<file path="config.mk">
export PLATFORM = sky130hd
export DESIGN_NAME = edhd_mode_regs
export DESIGN_NICKNAME = d
export VERILOG_FILES = /design/src/edhd_pkg.sv /design/src/edhd_mode_regs.sv /design/src/edhd_timing_counter.sv
export SDC_FILE = /design/constraint.sdc
export NUM_CORES = 1
export LEC_CHECK = 0
export BUFFER_PORTS_ARGS = -buffer_cell sky130_fd_sc_hd__buf_2
export CAP_MARGIN = 20
export CORE_UTILIZATION = 53
export CTS_CLUSTER_SIZE = 10
export DETAILED_ROUTE_END_ITERATION = 10
export MAX_ROUTING_LAYER = met4
export PLACE_DENSITY = 0.87
export SYNTH_ARGS = -nofsm -noshare
export SYNTH_HDL_FRONTEND = slang
export SYNTH_SLANG_ARGS = --single-unit
</file>
<file path="constraint.sdc">
create_clock -name clk -period 2.45 [get_ports clk]
set_clock_uncertainty 0.05 [all_clocks]
set_input_delay 0 -clock clk [delete_from_list [all_inputs] [get_ports clk]]
set_output_delay 0 -clock clk [all_outputs]
set_load 0.02 [all_outputs]
</file>
<file path="src/edhd_pkg.sv">
`default_nettype none
package edhd_pkg;
  // Register indices; byte address on the bus is four times the index
  localparam logic [9:0] IDX_SYNC_OUT = 10'h002;
  localparam logic [9:0] IDX_TP_CTRL = 10'h031;
  localparam logic [9:0] IDX_TIMING = 10'h034;
  localparam logic [9:0] IDX_OUTFILT = 10'h035;
  localparam logic [9:0] IDX_LUMA = 10'h036;
  localparam logic [9:0] IDX_RED = 10'h037;
  localparam logic [9:0] IDX_BLUE = 10'h038;
  localparam logic [9:0] IDX_COMPLY = 10'h039;
  localparam logic [9:0] IDX_SHARP = 10'h040;
  localparam logic [9:0] IDX_CGMS_HI = 10'h041;
  localparam logic [9:0] IDX_CGMS_MID = 10'h042;
  localparam logic [9:0] IDX_CGMS_LO = 10'h043;
  localparam int ADDR_W = 12;

  // Values after reset
  localparam logic [7:0] RST_SYNC_OUT = 8'h00;
  localparam logic [7:0] RST_TP_CTRL = 8'h00;
  localparam logic [7:0] RST_TIMING = 8'h48;
  localparam logic [7:0] RST_OUTFILT = 8'h00;
  localparam logic [7:0] RST_LUMA = 8'ha0;
  localparam logic [7:0] RST_RED = 8'h80;
  localparam logic [7:0] RST_BLUE = 8'h80;
  localparam logic [7:0] RST_COMPLY = 8'h00;
  localparam logic [7:0] RST_SHARP = 8'h00;
  localparam logic [7:0] RST_CGMS = 8'h00;

  // Writable bit masks; masked bits read as zero
  localparam logic [7:0] MASK_SYNC_OUT = 8'h80;
  localparam logic [7:0] MASK_TP_CTRL = 8'h04;
  localparam logic [7:0] MASK_TIMING = 8'hdf;
  localparam logic [7:0] MASK_OUTFILT = 8'hfc;
  localparam logic [7:0] MASK_COMPLY = 8'h20;
  localparam logic [7:0] MASK_CGMS_HI = 8'h0f;

  // Field positions
  localparam int BIT_SYNC_OUT_EN = 7;
  localparam int BIT_TP_EN = 2;
  localparam int BIT_TIMING_RST = 0;
  localparam int BIT_HSYNC_CTRL = 1;
  localparam int BIT_VSYNC_CTRL = 2;
  localparam int BIT_ED_PROTECT = 4;
  localparam int BIT_VSYNC_IN = 6;
  localparam int BIT_FREE_RUN = 7;
  localparam int BIT_SYNC_ON_CD = 2;
  localparam int BIT_DAC_SWAP = 3;
  localparam int BIT_GAMMA_SEL = 4;
  localparam int BIT_GAMMA_EN = 5;
  localparam int BIT_AF_MODE = 6;
  localparam int BIT_AF_EN = 7;
  localparam int BIT_COMPLY = 5;

  // Timing counter geometry and sync widths in pixels and lines; sync level for the difference DACs
  localparam int H_W = 12;
  localparam int V_W = 11;
  localparam logic [H_W-1:0] LINE_PIXELS = 12'h35a;
  localparam logic [V_W-1:0] FIELD_LINES = 11'h20d;
  localparam logic [H_W-1:0] HSYNC_PIXELS = 12'h03e;
  localparam logic [V_W-1:0] VSYNC_LINES = 11'h006;
  localparam logic [9:0] CD_SYNC_LEVEL = 10'h040;

  // AXI responses
  localparam logic [1:0] RESP_OKAY = 2'h0;
  localparam logic [1:0] RESP_SLVERR = 2'h2;
endpackage : edhd_pkg
`default_nettype wire

</file>
<file path="src/edhd_mode_regs.sv">
`timescale 1ns/10ps
`default_nettype none
module edhd_mode_regs (
  input wire logic clk,
  input wire logic resetn,
  input wire logic [edhd_pkg::ADDR_W-1:0] awaddr,
  input wire logic awvalid,
  output logic awready,
  input wire logic [31:0] wdata,
  input wire logic [3:0] wstrb,
  input wire logic wvalid,
  output logic wready,
  output logic [1:0] bresp,
  output logic bvalid,
  input wire logic bready,
  input wire logic [edhd_pkg::ADDR_W-1:0] araddr,
  input wire logic arvalid,
  output logic arready,
  output logic [31:0] rdata,
  output logic [1:0] rresp,
  output logic rvalid,
  input wire logic rready,
  input wire logic hsyncInN,
  input wire logic vtimingIn,
  input wire logic [9:0] yIn,
  input wire logic [9:0] cbIn,
  input wire logic [9:0] crIn,
  output logic [9:0] lumaOut,
  output logic [9:0] dac2Out,
  output logic [9:0] dac3Out,
  output logic hsyncOut,
  output logic vsyncOut,
  output logic edProtectEnable,
  output logic gammaEnable,
  output logic gammaCurveB,
  output logic adaptiveFilterEnable,
  output logic adaptiveFilterModeB,
  output logic syncComplianceEnable,
  output logic signed [3:0] sharpGainA,
  output logic signed [3:0] sharpGainB,
  output logic [19:0] copyMgmtData
);
  import edhd_pkg::*;

  logic awReady_q, wReady_q, bValid_q, arReady_q, rValid_q;
  logic awDone_q, wDone_q;
  logic [1:0] bResp_q, rResp_q;
  logic [31:0] rData_q;
  logic [9:0] wIdx_q;
  logic [7:0] wByte_q;
  logic wLane_q;
  logic wrEn;
  logic [7:0] rdByte;
  logic rdHit;
  logic [9:0] rdIdx;
  logic [7:0] syncOut_q, tpCtrl_q, timing_q, outFilt_q;
  logic [7:0] luma_q, red_q, blue_q, comply_q, sharp_q;
  logic [7:0] cgmsHi_q, cgmsMid_q, cgmsLo_q;
  logic hsMeta_q, hsSync_q, hsPrev_q;
  logic vtMeta_q, vtSync_q, vtPrev_q;
  logic lineStart, fieldStart;
  logic [H_W-1:0] hCount;
  logic [V_W-1:0] vCount;
  logic hActive, vActive, tpOn, syncOn;
  logic [9:0] pbSel, prSel;
  logic [9:0] luma10_q, dac2_q, dac3_q;
  logic hsyncOut_q, vsyncOut_q;

  // Decode of which indices hold a register
  function automatic logic idxMapped(input logic [9:0] idx);
    idxMapped = (idx == IDX_SYNC_OUT) || (idx == IDX_TP_CTRL) ||
                ((idx >= IDX_TIMING) && (idx <= IDX_COMPLY)) ||
                ((idx >= IDX_SHARP) && (idx <= IDX_CGMS_LO));
  endfunction : idxMapped

  // Write address and data are taken independently, in either order
  always_ff @(posedge clk) begin
    if (!resetn) begin
      awReady_q <= 1'b1;
      awDone_q <= 1'b0;
      wIdx_q <= '0;
    end else if (awvalid && awReady_q) begin
      awReady_q <= 1'b0;
      awDone_q <= 1'b1;
      wIdx_q <= awaddr[11:2];
    end else if (bValid_q && bready) begin
      awReady_q <= 1'b1;
      awDone_q <= 1'b0;
    end
  end

  always_ff @(posedge clk) begin
    if (!resetn) begin
      wReady_q <= 1'b1;
      wDone_q <= 1'b0;
      wByte_q <= '0;
      wLane_q <= 1'b0;
    end else if (wvalid && wReady_q) begin
      wReady_q <= 1'b0;
      wDone_q <= 1'b1;
      wByte_q <= wdata[7:0];
      wLane_q <= wstrb[0];
    end else if (bValid_q && bready) begin
      wReady_q <= 1'b1;
      wDone_q <= 1'b0;
    end
  end

  // One write in flight; the register update and bvalid share an edge
  assign wrEn = awDone_q && wDone_q && !bValid_q;

  always_ff @(posedge clk) begin
    if (!resetn) begin
      bValid_q <= 1'b0;
      bResp_q <= RESP_OKAY;
    end else if (wrEn) begin
      bValid_q <= 1'b1;
      bResp_q <= idxMapped(wIdx_q) ? RESP_OKAY : RESP_SLVERR;
    end else if (bValid_q && bready) begin
      bValid_q <= 1'b0;
    end
  end

  // Register bank; only byte lane 0 carries data
  always_ff @(posedge clk) begin
    if (!resetn) begin
      syncOut_q <= RST_SYNC_OUT;
      tpCtrl_q <= RST_TP_CTRL;
      timing_q <= RST_TIMING;
      outFilt_q <= RST_OUTFILT;
      luma_q <= RST_LUMA;
      red_q <= RST_RED;
      blue_q <= RST_BLUE;
      comply_q <= RST_COMPLY;
      sharp_q <= RST_SHARP;
      cgmsHi_q <= RST_CGMS;
      cgmsMid_q <= RST_CGMS;
      cgmsLo_q <= RST_CGMS;
    end else if (wrEn && wLane_q) begin
      unique case (wIdx_q)
        IDX_SYNC_OUT: syncOut_q <= wByte_q & MASK_SYNC_OUT;
        IDX_TP_CTRL: tpCtrl_q <= wByte_q & MASK_TP_CTRL;
        // Reserved bit 5 is dropped so a careless write cannot matter
        IDX_TIMING: timing_q <= wByte_q & MASK_TIMING;
        IDX_OUTFILT: outFilt_q <= wByte_q & MASK_OUTFILT;
        IDX_LUMA: luma_q <= wByte_q;
        IDX_RED: red_q <= wByte_q;
        IDX_BLUE: blue_q <= wByte_q;
        IDX_COMPLY: comply_q <= wByte_q & MASK_COMPLY;
        IDX_SHARP: sharp_q <= wByte_q;
        IDX_CGMS_HI: cgmsHi_q <= wByte_q & MASK_CGMS_HI;
        IDX_CGMS_MID: cgmsMid_q <= wByte_q;
        IDX_CGMS_LO: cgmsLo_q <= wByte_q;
        default: ;
      endcase
    end
  end

  // Read lookup; unmapped indices read zero with an error response
  assign rdIdx = araddr[11:2];
  always_comb begin
    rdByte = 8'h00;
    rdHit = idxMapped(rdIdx);
    unique case (rdIdx)
      IDX_SYNC_OUT: rdByte = syncOut_q;
      IDX_TP_CTRL: rdByte = tpCtrl_q;
      IDX_TIMING: rdByte = timing_q;
      IDX_OUTFILT: rdByte = outFilt_q;
      IDX_LUMA: rdByte = luma_q;
      IDX_RED: rdByte = red_q;
      IDX_BLUE: rdByte = blue_q;
      IDX_COMPLY: rdByte = comply_q;
      IDX_SHARP: rdByte = sharp_q;
      IDX_CGMS_HI: rdByte = cgmsHi_q;
      IDX_CGMS_MID: rdByte = cgmsMid_q;
      IDX_CGMS_LO: rdByte = cgmsLo_q;
      default: rdByte = 8'h00;
    endcase
  end

  // Read channel: answer one cycle after the address is taken
  always_ff @(posedge clk) begin
    if (!resetn) begin
      arReady_q <= 1'b1;
      rValid_q <= 1'b0;
      rData_q <= '0;
      rResp_q <= RESP_OKAY;
    end else if (arvalid && arReady_q) begin
      arReady_q <= 1'b0;
      rValid_q <= 1'b1;
      rData_q <= {24'h000000, rdByte};
      rResp_q <= rdHit ? RESP_OKAY : RESP_SLVERR;
    end else if (rValid_q && rready) begin
      arReady_q <= 1'b1;
      rValid_q <= 1'b0;
    end
  end

  // Pin synchronisers; edges are taken from the second stage only
  always_ff @(posedge clk) begin
    if (!resetn) begin
      hsMeta_q <= 1'b1;
      hsSync_q <= 1'b1;
      hsPrev_q <= 1'b1;
      // Idle high like a vertical sync pin, so no false edge after reset
      vtMeta_q <= 1'b1;
      vtSync_q <= 1'b1;
      vtPrev_q <= 1'b1;
    end else begin
      hsMeta_q <= hsyncInN;
      hsSync_q <= hsMeta_q;
      hsPrev_q <= hsSync_q;
      vtMeta_q <= vtimingIn;
      vtSync_q <= vtMeta_q;
      vtPrev_q <= vtSync_q;
    end
  end

  // Line starts on falling sync; a field pin marks each toggle, or only its fall when BIT_VSYNC_IN is set
  assign lineStart = hsPrev_q && !hsSync_q;
  assign fieldStart = timing_q[BIT_VSYNC_IN] ?
                      (vtPrev_q && !vtSync_q) : (vtPrev_q != vtSync_q);

  edhd_timing_counter u_counter (
    .clk(clk),
    .resetn(resetn),
    .holdCount(timing_q[BIT_TIMING_RST]),
    .freeRun(timing_q[BIT_FREE_RUN]),
    .lineStart(lineStart),
    .fieldStart(fieldStart),
    .hCount(hCount),
    .vCount(vCount)
  );

  assign hActive = hCount < HSYNC_PIXELS;
  assign vActive = vCount < VSYNC_LINES;

  // Sync outputs need both the master enable and their own control bit
  always_ff @(posedge clk) begin
    if (!resetn) begin
      hsyncOut_q <= 1'b0;
      vsyncOut_q <= 1'b0;
    end else begin
      hsyncOut_q <= syncOut_q[BIT_SYNC_OUT_EN] &&
                    timing_q[BIT_HSYNC_CTRL] && hActive;
      vsyncOut_q <= syncOut_q[BIT_SYNC_OUT_EN] &&
                    timing_q[BIT_VSYNC_CTRL] && vActive;
    end
  end

  // Test levels replace video only while the pattern is on
  assign tpOn = tpCtrl_q[BIT_TP_EN];
  assign pbSel = tpOn ? {blue_q, 2'b00} : cbIn;
  assign prSel = tpOn ? {red_q, 2'b00} : crIn;
  assign syncOn = outFilt_q[BIT_SYNC_ON_CD] && hActive;

  // Colour DAC routing, with sync inserted on both difference outputs
  always_ff @(posedge clk) begin
    if (!resetn) begin
      luma10_q <= '0;
      dac2_q <= '0;
      dac3_q <= '0;
    end else begin
      luma10_q <= tpOn ? {luma_q, 2'b00} : yIn;
      if (syncOn) begin
        dac2_q <= CD_SYNC_LEVEL;
        dac3_q <= CD_SYNC_LEVEL;
      end else if (outFilt_q[BIT_DAC_SWAP]) begin
        dac2_q <= prSel;
        dac3_q <= pbSel;
      end else begin
        dac2_q <= pbSel;
        dac3_q <= prSel;
      end
    end
  end

  // Bus outputs
  assign awready = awReady_q;
  assign wready = wReady_q;
  assign bvalid = bValid_q;
  assign bresp = bResp_q;
  assign arready = arReady_q;
  assign rvalid = rValid_q;
  assign rdata = rData_q;
  assign rresp = rResp_q;

  // Video path and control outputs, all taken from registers
  assign lumaOut = luma10_q;
  assign dac2Out = dac2_q;
  assign dac3Out = dac3_q;
  assign hsyncOut = hsyncOut_q;
  assign vsyncOut = vsyncOut_q;
  assign edProtectEnable = timing_q[BIT_ED_PROTECT];
  assign gammaEnable = outFilt_q[BIT_GAMMA_EN];
  assign gammaCurveB = outFilt_q[BIT_GAMMA_SEL];
  assign adaptiveFilterEnable = outFilt_q[BIT_AF_EN];
  assign adaptiveFilterModeB = outFilt_q[BIT_AF_MODE];
  assign syncComplianceEnable = comply_q[BIT_COMPLY];
  assign sharpGainA = sharp_q[3:0];
  assign sharpGainB = sharp_q[7:4];
  assign copyMgmtData = {cgmsHi_q[3:0], cgmsMid_q, cgmsLo_q};

  timing_reset_a: assert property (@(posedge clk)
    !resetn |=> timing_q == 8'h48 && !timing_q[BIT_TIMING_RST])
    else $error("Timing mode register not 0x48 after reset");

  field_mode_a: assert property (@(posedge clk)
    disable iff (!resetn)
    (!timing_q[BIT_VSYNC_IN] && !vtPrev_q && vtSync_q) |-> fieldStart)
    else $error("Field input rise not taken as field start");

  sync_gate_a: assert property (@(posedge clk)
    disable iff (!resetn)
    !syncOut_q[BIT_SYNC_OUT_EN] |=> !hsyncOut_q && !vsyncOut_q)
    else $error("Sync output active while output enable clear");

  dac_swap_a: assert property (@(posedge clk)
    disable iff (!resetn)
    (!syncOn && !tpOn && outFilt_q[BIT_DAC_SWAP])
    |=> dac2_q == $past(crIn) && dac3_q == $past(cbIn))
    else $error("Swapped DAC routing wrong");

  sync_on_cd_a: assert property (@(posedge clk)
    disable iff (!resetn)
    (outFilt_q[BIT_SYNC_ON_CD] && hActive) |=> dac3_q == CD_SYNC_LEVEL)
    else $error("Sync not inserted on difference output");

  gamma_write_a: assert property (@(posedge clk)
    disable iff (!resetn)
    (wrEn && wLane_q && wIdx_q == IDX_OUTFILT)
    |=> gammaCurveB == $past(wByte_q[4]) &&
        gammaEnable == $past(wByte_q[5]))
    else $error("Gamma controls did not follow write");

  tp_bypass_a: assert property (@(posedge clk)
    disable iff (!resetn)
    !tpOn |=> luma10_q == $past(yIn))
    else $error("Test level used while pattern off");

  sharp_write_a: assert property (@(posedge clk)
    disable iff (!resetn)
    (wrEn && wLane_q && wIdx_q == IDX_SHARP)
    |=> sharpGainB == $signed($past(wByte_q[7:4])))
    else $error("Sharpness gain B wrong after write");

  cgms_nibble_a: assert property (@(posedge clk)
    disable iff (!resetn)
    cgmsHi_q[7:4] == 4'h0)
    else $error("Copy data upper nibble not zero");
endmodule : edhd_mode_regs
`default_nettype wire

</file>
<file path="src/edhd_timing_counter.sv">
`timescale 1ns/10ps
`default_nettype none
module edhd_timing_counter (
  input wire logic clk,
  input wire logic resetn,
  input wire logic holdCount,
  input wire logic freeRun,
  input wire logic lineStart,
  input wire logic fieldStart,
  output logic [edhd_pkg::H_W-1:0] hCount,
  output logic [edhd_pkg::V_W-1:0] vCount
);
  import edhd_pkg::*;

  localparam logic [H_W-1:0] H_LAST = LINE_PIXELS - 12'h001;
  localparam logic [V_W-1:0] V_LAST = FIELD_LINES - 11'h001;

  logic [H_W-1:0] hCount_q;
  logic [V_W-1:0] vCount_q;

  // Horizontal counter: auto wrap or external wrap only
  always_ff @(posedge clk) begin
    if (!resetn || holdCount) begin
      hCount_q <= '0;
    end else if (freeRun) begin
      // Free run wraps on the line sync only; overflow wraps naturally
      hCount_q <= lineStart ? '0 : hCount_q + 12'h001;
    end else begin
      hCount_q <= (hCount_q == H_LAST) ? '0 : hCount_q + 12'h001;
    end
  end

  // Vertical counter advances once per line
  always_ff @(posedge clk) begin
    if (!resetn || holdCount) begin
      vCount_q <= '0;
    end else if (freeRun) begin
      if (fieldStart) begin
        vCount_q <= '0;
      end else if (lineStart) begin
        vCount_q <= vCount_q + 11'h001;
      end
    end else if (hCount_q == H_LAST) begin
      vCount_q <= (vCount_q == V_LAST) ? '0 : vCount_q + 11'h001;
    end
  end

  assign hCount = hCount_q;
  assign vCount = vCount_q;

  hold_clears_a: assert property (@(posedge clk)
    disable iff (!resetn)
    holdCount |=> (hCount_q == '0) && (vCount_q == '0))
    else $error("Timing counters not held at zero");

  auto_wrap_a: assert property (@(posedge clk)
    disable iff (!resetn)
    (!holdCount && !freeRun && hCount_q == H_LAST) |=> hCount_q == '0)
    else $error("Line counter did not wrap at line end");

  free_run_a: assert property (@(posedge clk)
    disable iff (!resetn)
    (!holdCount && freeRun && !lineStart && hCount_q == H_LAST)
    |=> hCount_q == LINE_PIXELS)
    else $error("Free running counter wrapped by itself");

  ext_wrap_a: assert property (@(posedge clk)
    disable iff (!resetn)
    (!holdCount && freeRun && fieldStart) |=> vCount_q == '0)
    else $error("Field sync did not wrap line counter");
endmodule : edhd_timing_counter
`default_nettype wire

</file>
# Yosys cells after proc, flatten, opt, wreduce, memory -nomap -nowiden
# Index checks and enable logic that the tools add are counted.
totals:
  inputBits: 99
  register_bits: 167
  out_inout_bits: 107
op_classes:
  n_lt_le_gt_ge: 10
  n_mux: 30
  bitwise: 1
  addsub: 2
  eq_ne: 28
  reduce_logical: 50
op_table:
  columns: ["cell", "count"]
  rows:
  - ["10-bit by 6-bit == test with 1-bit output, second input constant", 14]
  - ["8-bit one-hot mux with 12 select lines", 1]
  - ["10-bit by 7-bit == test with 1-bit output, second input constant", 8]
  - ["11-bit two-way mux", 5]
  - ["10-bit two-way mux", 5]
  - ["12-bit two-way mux", 3]
  - ["2-bit AND reduction", 13]
  - ["10-bit by 2-bit == test with 1-bit output, second input constant", 2]
  - ["10-bit by 6-bit >= comparator with 1-bit output, second input constant", 2]
  - ["10-bit by 7-bit >= comparator with 1-bit output, second input constant", 2]
  - ["10-bit by 6-bit <= comparator with 1-bit output, second input constant", 2]
  - ["10-bit by 7-bit <= comparator with 1-bit output, second input constant", 2]
  - ["1-bit logical AND", 19]
  - ["7-bit two-way mux", 2]
  - ["12-bit by 1-bit adder with 12-bit output, second input constant", 1]
  - ["12-bit by 10-bit == test with 1-bit output, second input constant", 1]
  - ["12-bit by 6-bit less-than comparator with 1-bit output, second input constant", 1]
  - ["1-bit two-way mux", 12]
  - ["11-bit by 1-bit adder with 11-bit output, second input constant", 1]
  - ["11-bit by 10-bit == test with 1-bit output, second input constant", 1]
  - ["11-bit by 3-bit less-than comparator with 1-bit output, second input constant", 1]
  - ["2-bit nonzero test", 5]
  - ["1-bit logical OR", 7]
  - ["1-bit zero test", 4]
  - ["5 further kinds", 7]

# Depth between registers and ports, before layout
# Gate-level depths: netlist (run 1).
depth:
  word_depth: 5
  mapped_depth: 8
  mapped_depth_nobuf: 7

# Modules after synthesis
# A second synthesis (run 1) with hierarchy kept.
hier_totals:
  hier_cells: 792
  hier_area_um2: 7905.1
modules_own_cells:
  columns: ["mod", "n_inst", "area_each_um2", "cells_per_inst"]
  rows:
  - ["edhd_mode_regs", 1, 6616.3, 646]
  - ["edhd_timing_counter", 1, 1288.7, 146]

# Worst setup path before layout (run 1)
# OpenSTA, ideal clock, no wires.
synth_timing:
  path_type: "register to register"
  start: "reg wIdx_q[3]"
  end: "reg cgmsLo_q[7]"
  synth_period_minus_slack_ns: 1.961
  path_stages_with_launch: 6
  arrival_time_ns: 1.783
  setup_slack_ns: 0.489
  cell_sequence: "dfxtp_1 -> or4_4 -> nor4_4 -> nand4_4 -> mux2i_1 -> nor2_1"
synth_between:
  elab_chain_cells: 2
synth_rtl:
  columns: ["element", "line_no", "text"]
  rows:
  - ["start, declared", "edhd_mode_regs.sv:49", "logic [9:0] wIdx_q;"]
  - ["start signal, assigned", "edhd_mode_regs.sv:85", "wIdx_q <= awaddr[11:2];"]
  - ["10-bit by 7-bit == test with 1-bit output", "edhd_mode_regs.sv:140", "unique case (wIdx_q)"]
  - ["2-bit AND reduction (no source line)", null, null]
  - ["end signal, assigned", "edhd_mode_regs.sv:153", "IDX_CGMS_LO: cgmsLo_q <= wByte_q;"]
  - ["end, declared", "edhd_mode_regs.sv:58", "logic [7:0] cgmsHi_q, cgmsMid_q, cgmsLo_q;"]
# Every way passes these cells.
# A chain may end at the register's enable or synchronous reset.

# Worst setup path after layout (run 1)
layout_timing:
  start: "in araddr[10] (netlist name)"
  end: "reg rData_q[2], in the netlist rdata[2]"
layout_between:
  elab_chain_cells: 2
  elab_cells_between_ends: 13
  classes_between: "eq/ne: 12; mux: 1"
layout_rtl:
  columns: ["element", "line_no", "text"]
  rows:
  - ["start, declared", "edhd_mode_regs.sv:16", "input wire logic [edhd_pkg::ADDR_W-1:0] araddr,"]
  - ["10-bit by 7-bit == test with 1-bit output, or another cell as far along", "edhd_mode_regs.sv:164", "unique case (rdIdx)"]
  - ["8-bit one-hot mux with 12 select lines (*)", "edhd_mode_regs.sv:164", null]
  - ["end signal, assigned", "edhd_mode_regs.sv:191", "rData_q <= {24'h000000, rdByte};"]
  - ["end, declared", "edhd_mode_regs.sv:48", "logic [31:0] rData_q;"]
# Every way passes the cells marked *; elsewhere a longest branch is shown, timed or not.

==> flow_summary.yaml, run 1 <==
run_status:
  status: "finished clean"
floorplan:
  placementRows: 43
  ios: 206
  die_h_um: 121.1
  start_util_pct: 54.20
  chipWidth_um: 121.1
  dieArea_um2: 14680
  coreArea_um2: 13880
critical_path:
  end_kind: "flip-flop"
  cp.required_ns: 2.76
  rr_worst_depth: 5
  timing.rr.start: "u_counter.vCount[4]$_SDFFE_PP0P_"
  crit_path_max_fanout: 6
  worstPathArrival_ns: 2.61
  start_kind: "primary input"
  timing.reg2reg.setup_slack_ns: 0.20
  worstSetupPathType: "in -> reg"
  crit_start: "araddr[10]"
  worstReg2RegEnd: "u_counter.vCount[4]$_SDFFE_PP0P_"
grt:
  antenna_found_initial: 0
  grt_max_degree: 68
  grt_pass1_vias: 6334
  grtUsageTotal_pct: 30.02
  grt_first_pass_wirelength_mm: 32.75
  grt-ovfl-total: 0
cts:
  cts_tree: "built"
  cts.repair.resized: 0
  cts_sinks: 165
  clock_path_buffers: 2
  clk_pin_slew_worst_paths_ns: 0.07
  worstSkewPairLatency_ns: 0.43
  cts_buffers: 17
  htree_levels: 4
  cts_root_buffer: "clkbuf_16"
worst_hold_path:
  min-delay-start: "cbIn[3]"
  holdPathEnd: "dac2Out[3]$_SDFF_PP0_"
  hp-class: "in -> reg"
  hold_depth: 3
route:
  wl_per_cell_um: 17.51
  drt_iter0_drc: 587
  drtAntennaViolNets: 0
  routed_wl_mm: 20.77
  vias_per_cell: 5.680
  drc: 0
  vias: 6736
  firstDrtPassIters: 5
logic_synthesis:
  synth_edf_count: 0
  synth.largest_area_cell: "dfxtp_1"
  synth_common_cells: "dfxtp_1, nand2_1, mux2i_1, nor2_1, clkbuf_1"
  ys_warn_count: 0
  yosysMostFrequentCell: "dfxtp_1"
  synth-seq-cells: 165
  synth.area.top_cells: "dfxtp_1, mux2i_1, mux4_2"
  async_flop_share_pct: 0
  ys_types: 65
  ys_seq_area_share_pct: 43.90
  synth-main-ff-cell: "dfxtp_1"
  syn-cell-area_um2: 7523
  synth.avg_cell_area_um2: 9.463
  synth_top_area_share_pct: 43.90
  syn_inst: 795
sta:
  layout_min_cycle_time_ns: 2.306
  relSlewSlack_pct: 49.13
  drv_slew: 0
  hold_viol_final: 0
  final.period_utilization_pct: 94.12
  fmax_mhz: 433.6
  rsz0062_at_grt: "false"
  fin_setup_tns_ns: 0
  worst_pin_slew_ns: 0.7560
  setup-violations-final: 0
power:
  p_leak_nw: 4.094
  power_density_nw_per_um2: 639.4
  ir_drop_mv: 0.3967
cells_and_area:
  regArea_um2: 3303
  diodes: 0
  utilization_pct: 69.03
  finish.instance_area_um2: 9582
  layout.nets: 1097
  syn_to_final_growth_pct: 27.36
  drive_above_1_share_pct: 23.46
  multi_input_area_um2: 3882
  fillers: 1016
placed_design:
  buffer_ports.inserted: 148
  postPlaceCellArea_um2: 8305
  place.gp.congestion: 0.9420
  hpwlAfterDp_mm: 13.88
job:
  drv_cap: 0
[flip-flops by register name, summed over array words and instances, names as in the netlist, 10 cells and up]
name              count
wIdx_q               10
dac3Out              10
lumaOut              10
u_counter.vCount     11
u_counter.hCount     12
dac2Out              10
[power breakdown]
| part | switching, mW | internal, mW | total, mW | leakage (nW) |
|---|---|---|---|---|
| Clock | 1.15 | 1.64 | 2.79 | 0.296 |
| Combinational | 0.288 | 0.231 | 0.519 | 2.45 |
| Sequential | 0.0671 | 2.75 | 2.81 | 1.34 |
| Total | 1.50 | 4.62 | 6.13 | 4.09 |
[metrics by stage]
step                      hold slack [ns]  std cells  power, mW  setup WS [ns]
after floorplan                   0.05147        820      3.167         0.4890
after global placement             0.1344       1088      3.283         0.3360
after detailed placement           0.1356       1088      3.296         0.2670
after CTS                        0.005353       1186      6.116         0.2435
after global routing              0.02267       1186      6.315        0.08174
final                             0.01320       1186      6.126         0.1440
[how the worst max path moves through the flow]
| stage | to | slack, ns | cells past startpoint |
|---|---|---|---|
| finish | rdata[2]$_SDFFE_PN0P_ | 0.14 | 7 |
| floorplan | cgmsLo_q[7]$_SDFFE_PN0P_ | 0.49 | 5 |
| global route | u_counter.vCount[4]$_SDFFE_PP0P_ | 0.08 | 5 |
| detailed placement | cgmsLo_q[5]$_SDFFE_PN0P_ | 0.27 | 5 |
| CTS | cgmsLo_q[5]$_SDFFE_PN0P_ | 0.24 | 5 |
| global placement | cgmsLo_q[3]$_SDFFE_PN0P_ | 0.34 | 5 |
[cells by family after synthesis]
group,synth area share [%]
AOI/OAI and AO/OA,10.88
xor gates and xnor gates,1.164
adders and majority gates,0.8315
buffers and inverters,5.738
DFF,43.90
muxes,16.23
other,0.04984
and+or+nand+nor,21.20
[placed cells by master (no fill, tap or decap), types with 5 or more instances in the layout]
cell	n
and3_1	20
nand2_1	104
nand3b_1	6
mux2i_1	59
dlygate4sd3_1	66
nor2_1	56
conb_1	26
nor3_1	11
dfxtp_1	165
nor2b_1	32
and2_1	7
clkbuf_16	17
buf_4	14
xor2_1	7
mux2_2	6
a21oi_1	33
nand3_1	24
mux4_2	25
o22ai_1	5
ha_1	5
inv_1	12
nand2b_1	10
buf_2	148
o21ai_1	9
a21boi_0	22
o21ai_0	30
[critical path, cell delays in order]
cell	delay, ns
dlygate4sd3_1	0.55
buf_2	0.14
nor3_1	0.50
dlygate4sd3_1	0.65
nand3_1	0.07
dlygate4sd3_1	0.56
a31oi_1	0.14
[routing by layer]
layer | up-vias | wire length, um | GRT usage (%) | share of wire [%]
met5 | - | 0 | - | 0
met4 | 0 | 477 | 11.11 | 2.3
met3 | 34 | 1601 | 6.297 | 7.7
met2 | 317 | 9989 | 48.36 | 48
met1 | 3239 | 8703 | 37.14 | 42
li1 | 3146 | - | - | -
[repair_timing]
| item | in CTS | in global routing |
|---|---|---|
| setup buffers | 0 | 0 |
| hold buffers | 66 | 0 |
| endpoints found under the setup margin | 0 | 0 |
| endpoints found under the hold margin | 62 | 0 |
[area by class of cell]
type	instances	area share [%]
Multi-Input combinational cell	568	40.52
Sequential cell	165	34.47
Timing Repair Buffer	228	15.72
Clock buffer	18	4.583
Tap cell	180	2.350
Clock inverter	14	1.841
Inverter	13	0.5093
Note: power is estimated with default switching activity, not from simulation.
==> run 2, diff against run 1 <==
- CTS_BUF_LIST: not set -> sky130_fd_sc_hd__clkbuf_16
- SKIP_CTS_REPAIR_TIMING: not set -> 1
==> flow_summary.yaml, run 2 (synthesis results as in run 1) <==
power:
  total_power_mw: 6.055
  ir_drop_mv: 0.3809
  power_density_nw_per_um2: 645.4
  p_leak_nw: 4.013
cts:
  htree_levels: 4
  cts_tree: "built"
  clock_path_buffers: 2
  clk_pin_slew_worst_paths_ns: 0.06
  cts_root_buffer: "clkbuf_16"
  worstSkewPairLatency_ns: 0.43
  cts_sinks: 165
  cts_buffers: 17
route:
  drt_iter0_drc: 572
  vias: 6654
  firstDrtPassIters: 5
  drc: 0
  drtAntennaViolNets: 0
  vias_per_cell: 5.702
  routed_wl_mm: 20.25
  wl_per_cell_um: 17.36
sta:
  setup-violations-final: 0
  hold_viol_final: 15
  relSlewSlack_pct: 49.97
  fin_setup_tns_ns: 0
  drv_slew: 0
  fmax_mhz: 451.5
  worst_pin_slew_ns: 0.7436
  whs_ns: -0.02221
  final.period_utilization_pct: 90.39
  layout_min_cycle_time_ns: 2.215
  rsz0062_at_grt: "false"
critical_path:
  timing.reg2reg.setup_slack_ns: 0.24
  max_stage_delay_ns: 0.57
  start_kind: "flip-flop"
  rr_worst_depth: 5
  worstSetupPathType: "reg -> reg"
  worstPathArrival_ns: 2.47
  crit_chain: "or4_1 > nor4_1 > nor2_1 > o21ai_1 > a21oi_1"
  path_delay_family: "simple AND/OR/NAND/NOR gates"
  cp_slowest_cell: "or4_1"
  cp.required_ns: 2.70
  cp.depth: 5
  end_kind: "flip-flop"
  crit_path_max_fanout: 8
  path_buf_inv: 0
worst_hold_path:
  hp-class: "in -> reg"
  hold_depth: 3
job:
  drv_cap: 0
floorplan:
  start_util_pct: 54.20
  dieArea_um2: 14680
  coreArea_um2: 13880
  die_h_um: 121.1
  placementRows: 43
  ios: 206
  chipWidth_um: 121.1
placed_design:
  buffer_ports.inserted: 148
  place.gp.congestion: 0.9420
  hpwlAfterDp_mm: 13.88
cells_and_area:
  diodes: 0
  layout.nets: 1078
  syn_to_final_growth_pct: 24.70
  final_cell_mix: "dfxtp_1, buf_2, nand2_1"
  largest_reg_flops: 12
  drive_above_1_share_pct: 23.81
  final_common_cell: "dfxtp_1"
  fillers: 1045
  utilization_pct: 67.59
grt:
  grt_max_degree: 68
  grt_pass1_vias: 5891
  antenna_found_initial: 0
  grtUsageTotal_pct: 27.89
  grt-ovfl-total: 0
  grt_first_pass_wirelength_mm: 30.44
run_status:
  status: "finished with violations"
  violations: "negative hold slack"
-- run 2: cell type report --
class | count | area, um^2 | area share [%]
clock inverter | 15 | 180.2 | 1.921
tap | 180 | 225.2 | 2.401
sequential | 165 | 3303 | 35.21
timing repair buffer | 209 | 1316 | 14.03
inverter | 13 | 48.80 | 0.5201
clock buffer | 17 | 425.4 | 4.535
multi-input combinational | 568 | 3882 | 41.38
-- run 2: stage by stage --
step           instance area, um^2  worst slack, ns  cells
6_report                      9382           0.2354   1167
5_1_grt                       9382          0.08174   1167
4_1_cts                       8911           0.2447   1120
3_5_place_dp                  8305           0.2670   1088
3_3_place_gp                  8305           0.3360   1088
2_1_floorplan                 7617           0.4890    820
-- run 2: path summary, 6_finish.rpt --
check	startpoint	endpoint
min	arvalid	arready$_SDFFE_PN1P_
min reg2reg	hsMeta_q$_SDFF_PN1_	hsSync_q$_SDFF_PN1_
max	u_counter.vCount[4]$_SDFFE_PP0P_	u_counter.vCount[4]$_SDFFE_PP0P_
max reg2reg	u_counter.vCount[4]$_SDFFE_PP0P_	u_counter.vCount[4]$_SDFFE_PP0P_
-- run 2: worst register-to-register path, stage by stage, from the launching register on --
cell	delay, ns
dfxtp_1	0.36
or4_1	0.57
nor4_1	0.42
nor2_1	0.24
o21ai_1	0.36
a21oi_1	0.09
-- run 2: power breakdown --
| group | total (mW) | internal [mW] | switching, mW | leakage [nW] |
|---|---|---|---|---|
| sequential | 2.81 | 2.75 | 0.0662 | 1.34 |
| combinational | 0.494 | 0.212 | 0.282 | 2.38 |
| clock | 2.75 | 1.61 | 1.14 | 0.290 |
-- run 2: per-layer routing --
metal / track usage, % / up-vias / part of all wire, % / wire length, um
met5: - / - / 0 / 0
met4: 10.88 / 0 / 2.8 / 562
met3: 7.378 / 48 / 9.0 / 1813
met2: 42.43 / 331 / 47 / 9498
met1: 35.40 / 3173 / 41 / 8380
li1: - / 3102 / - / -
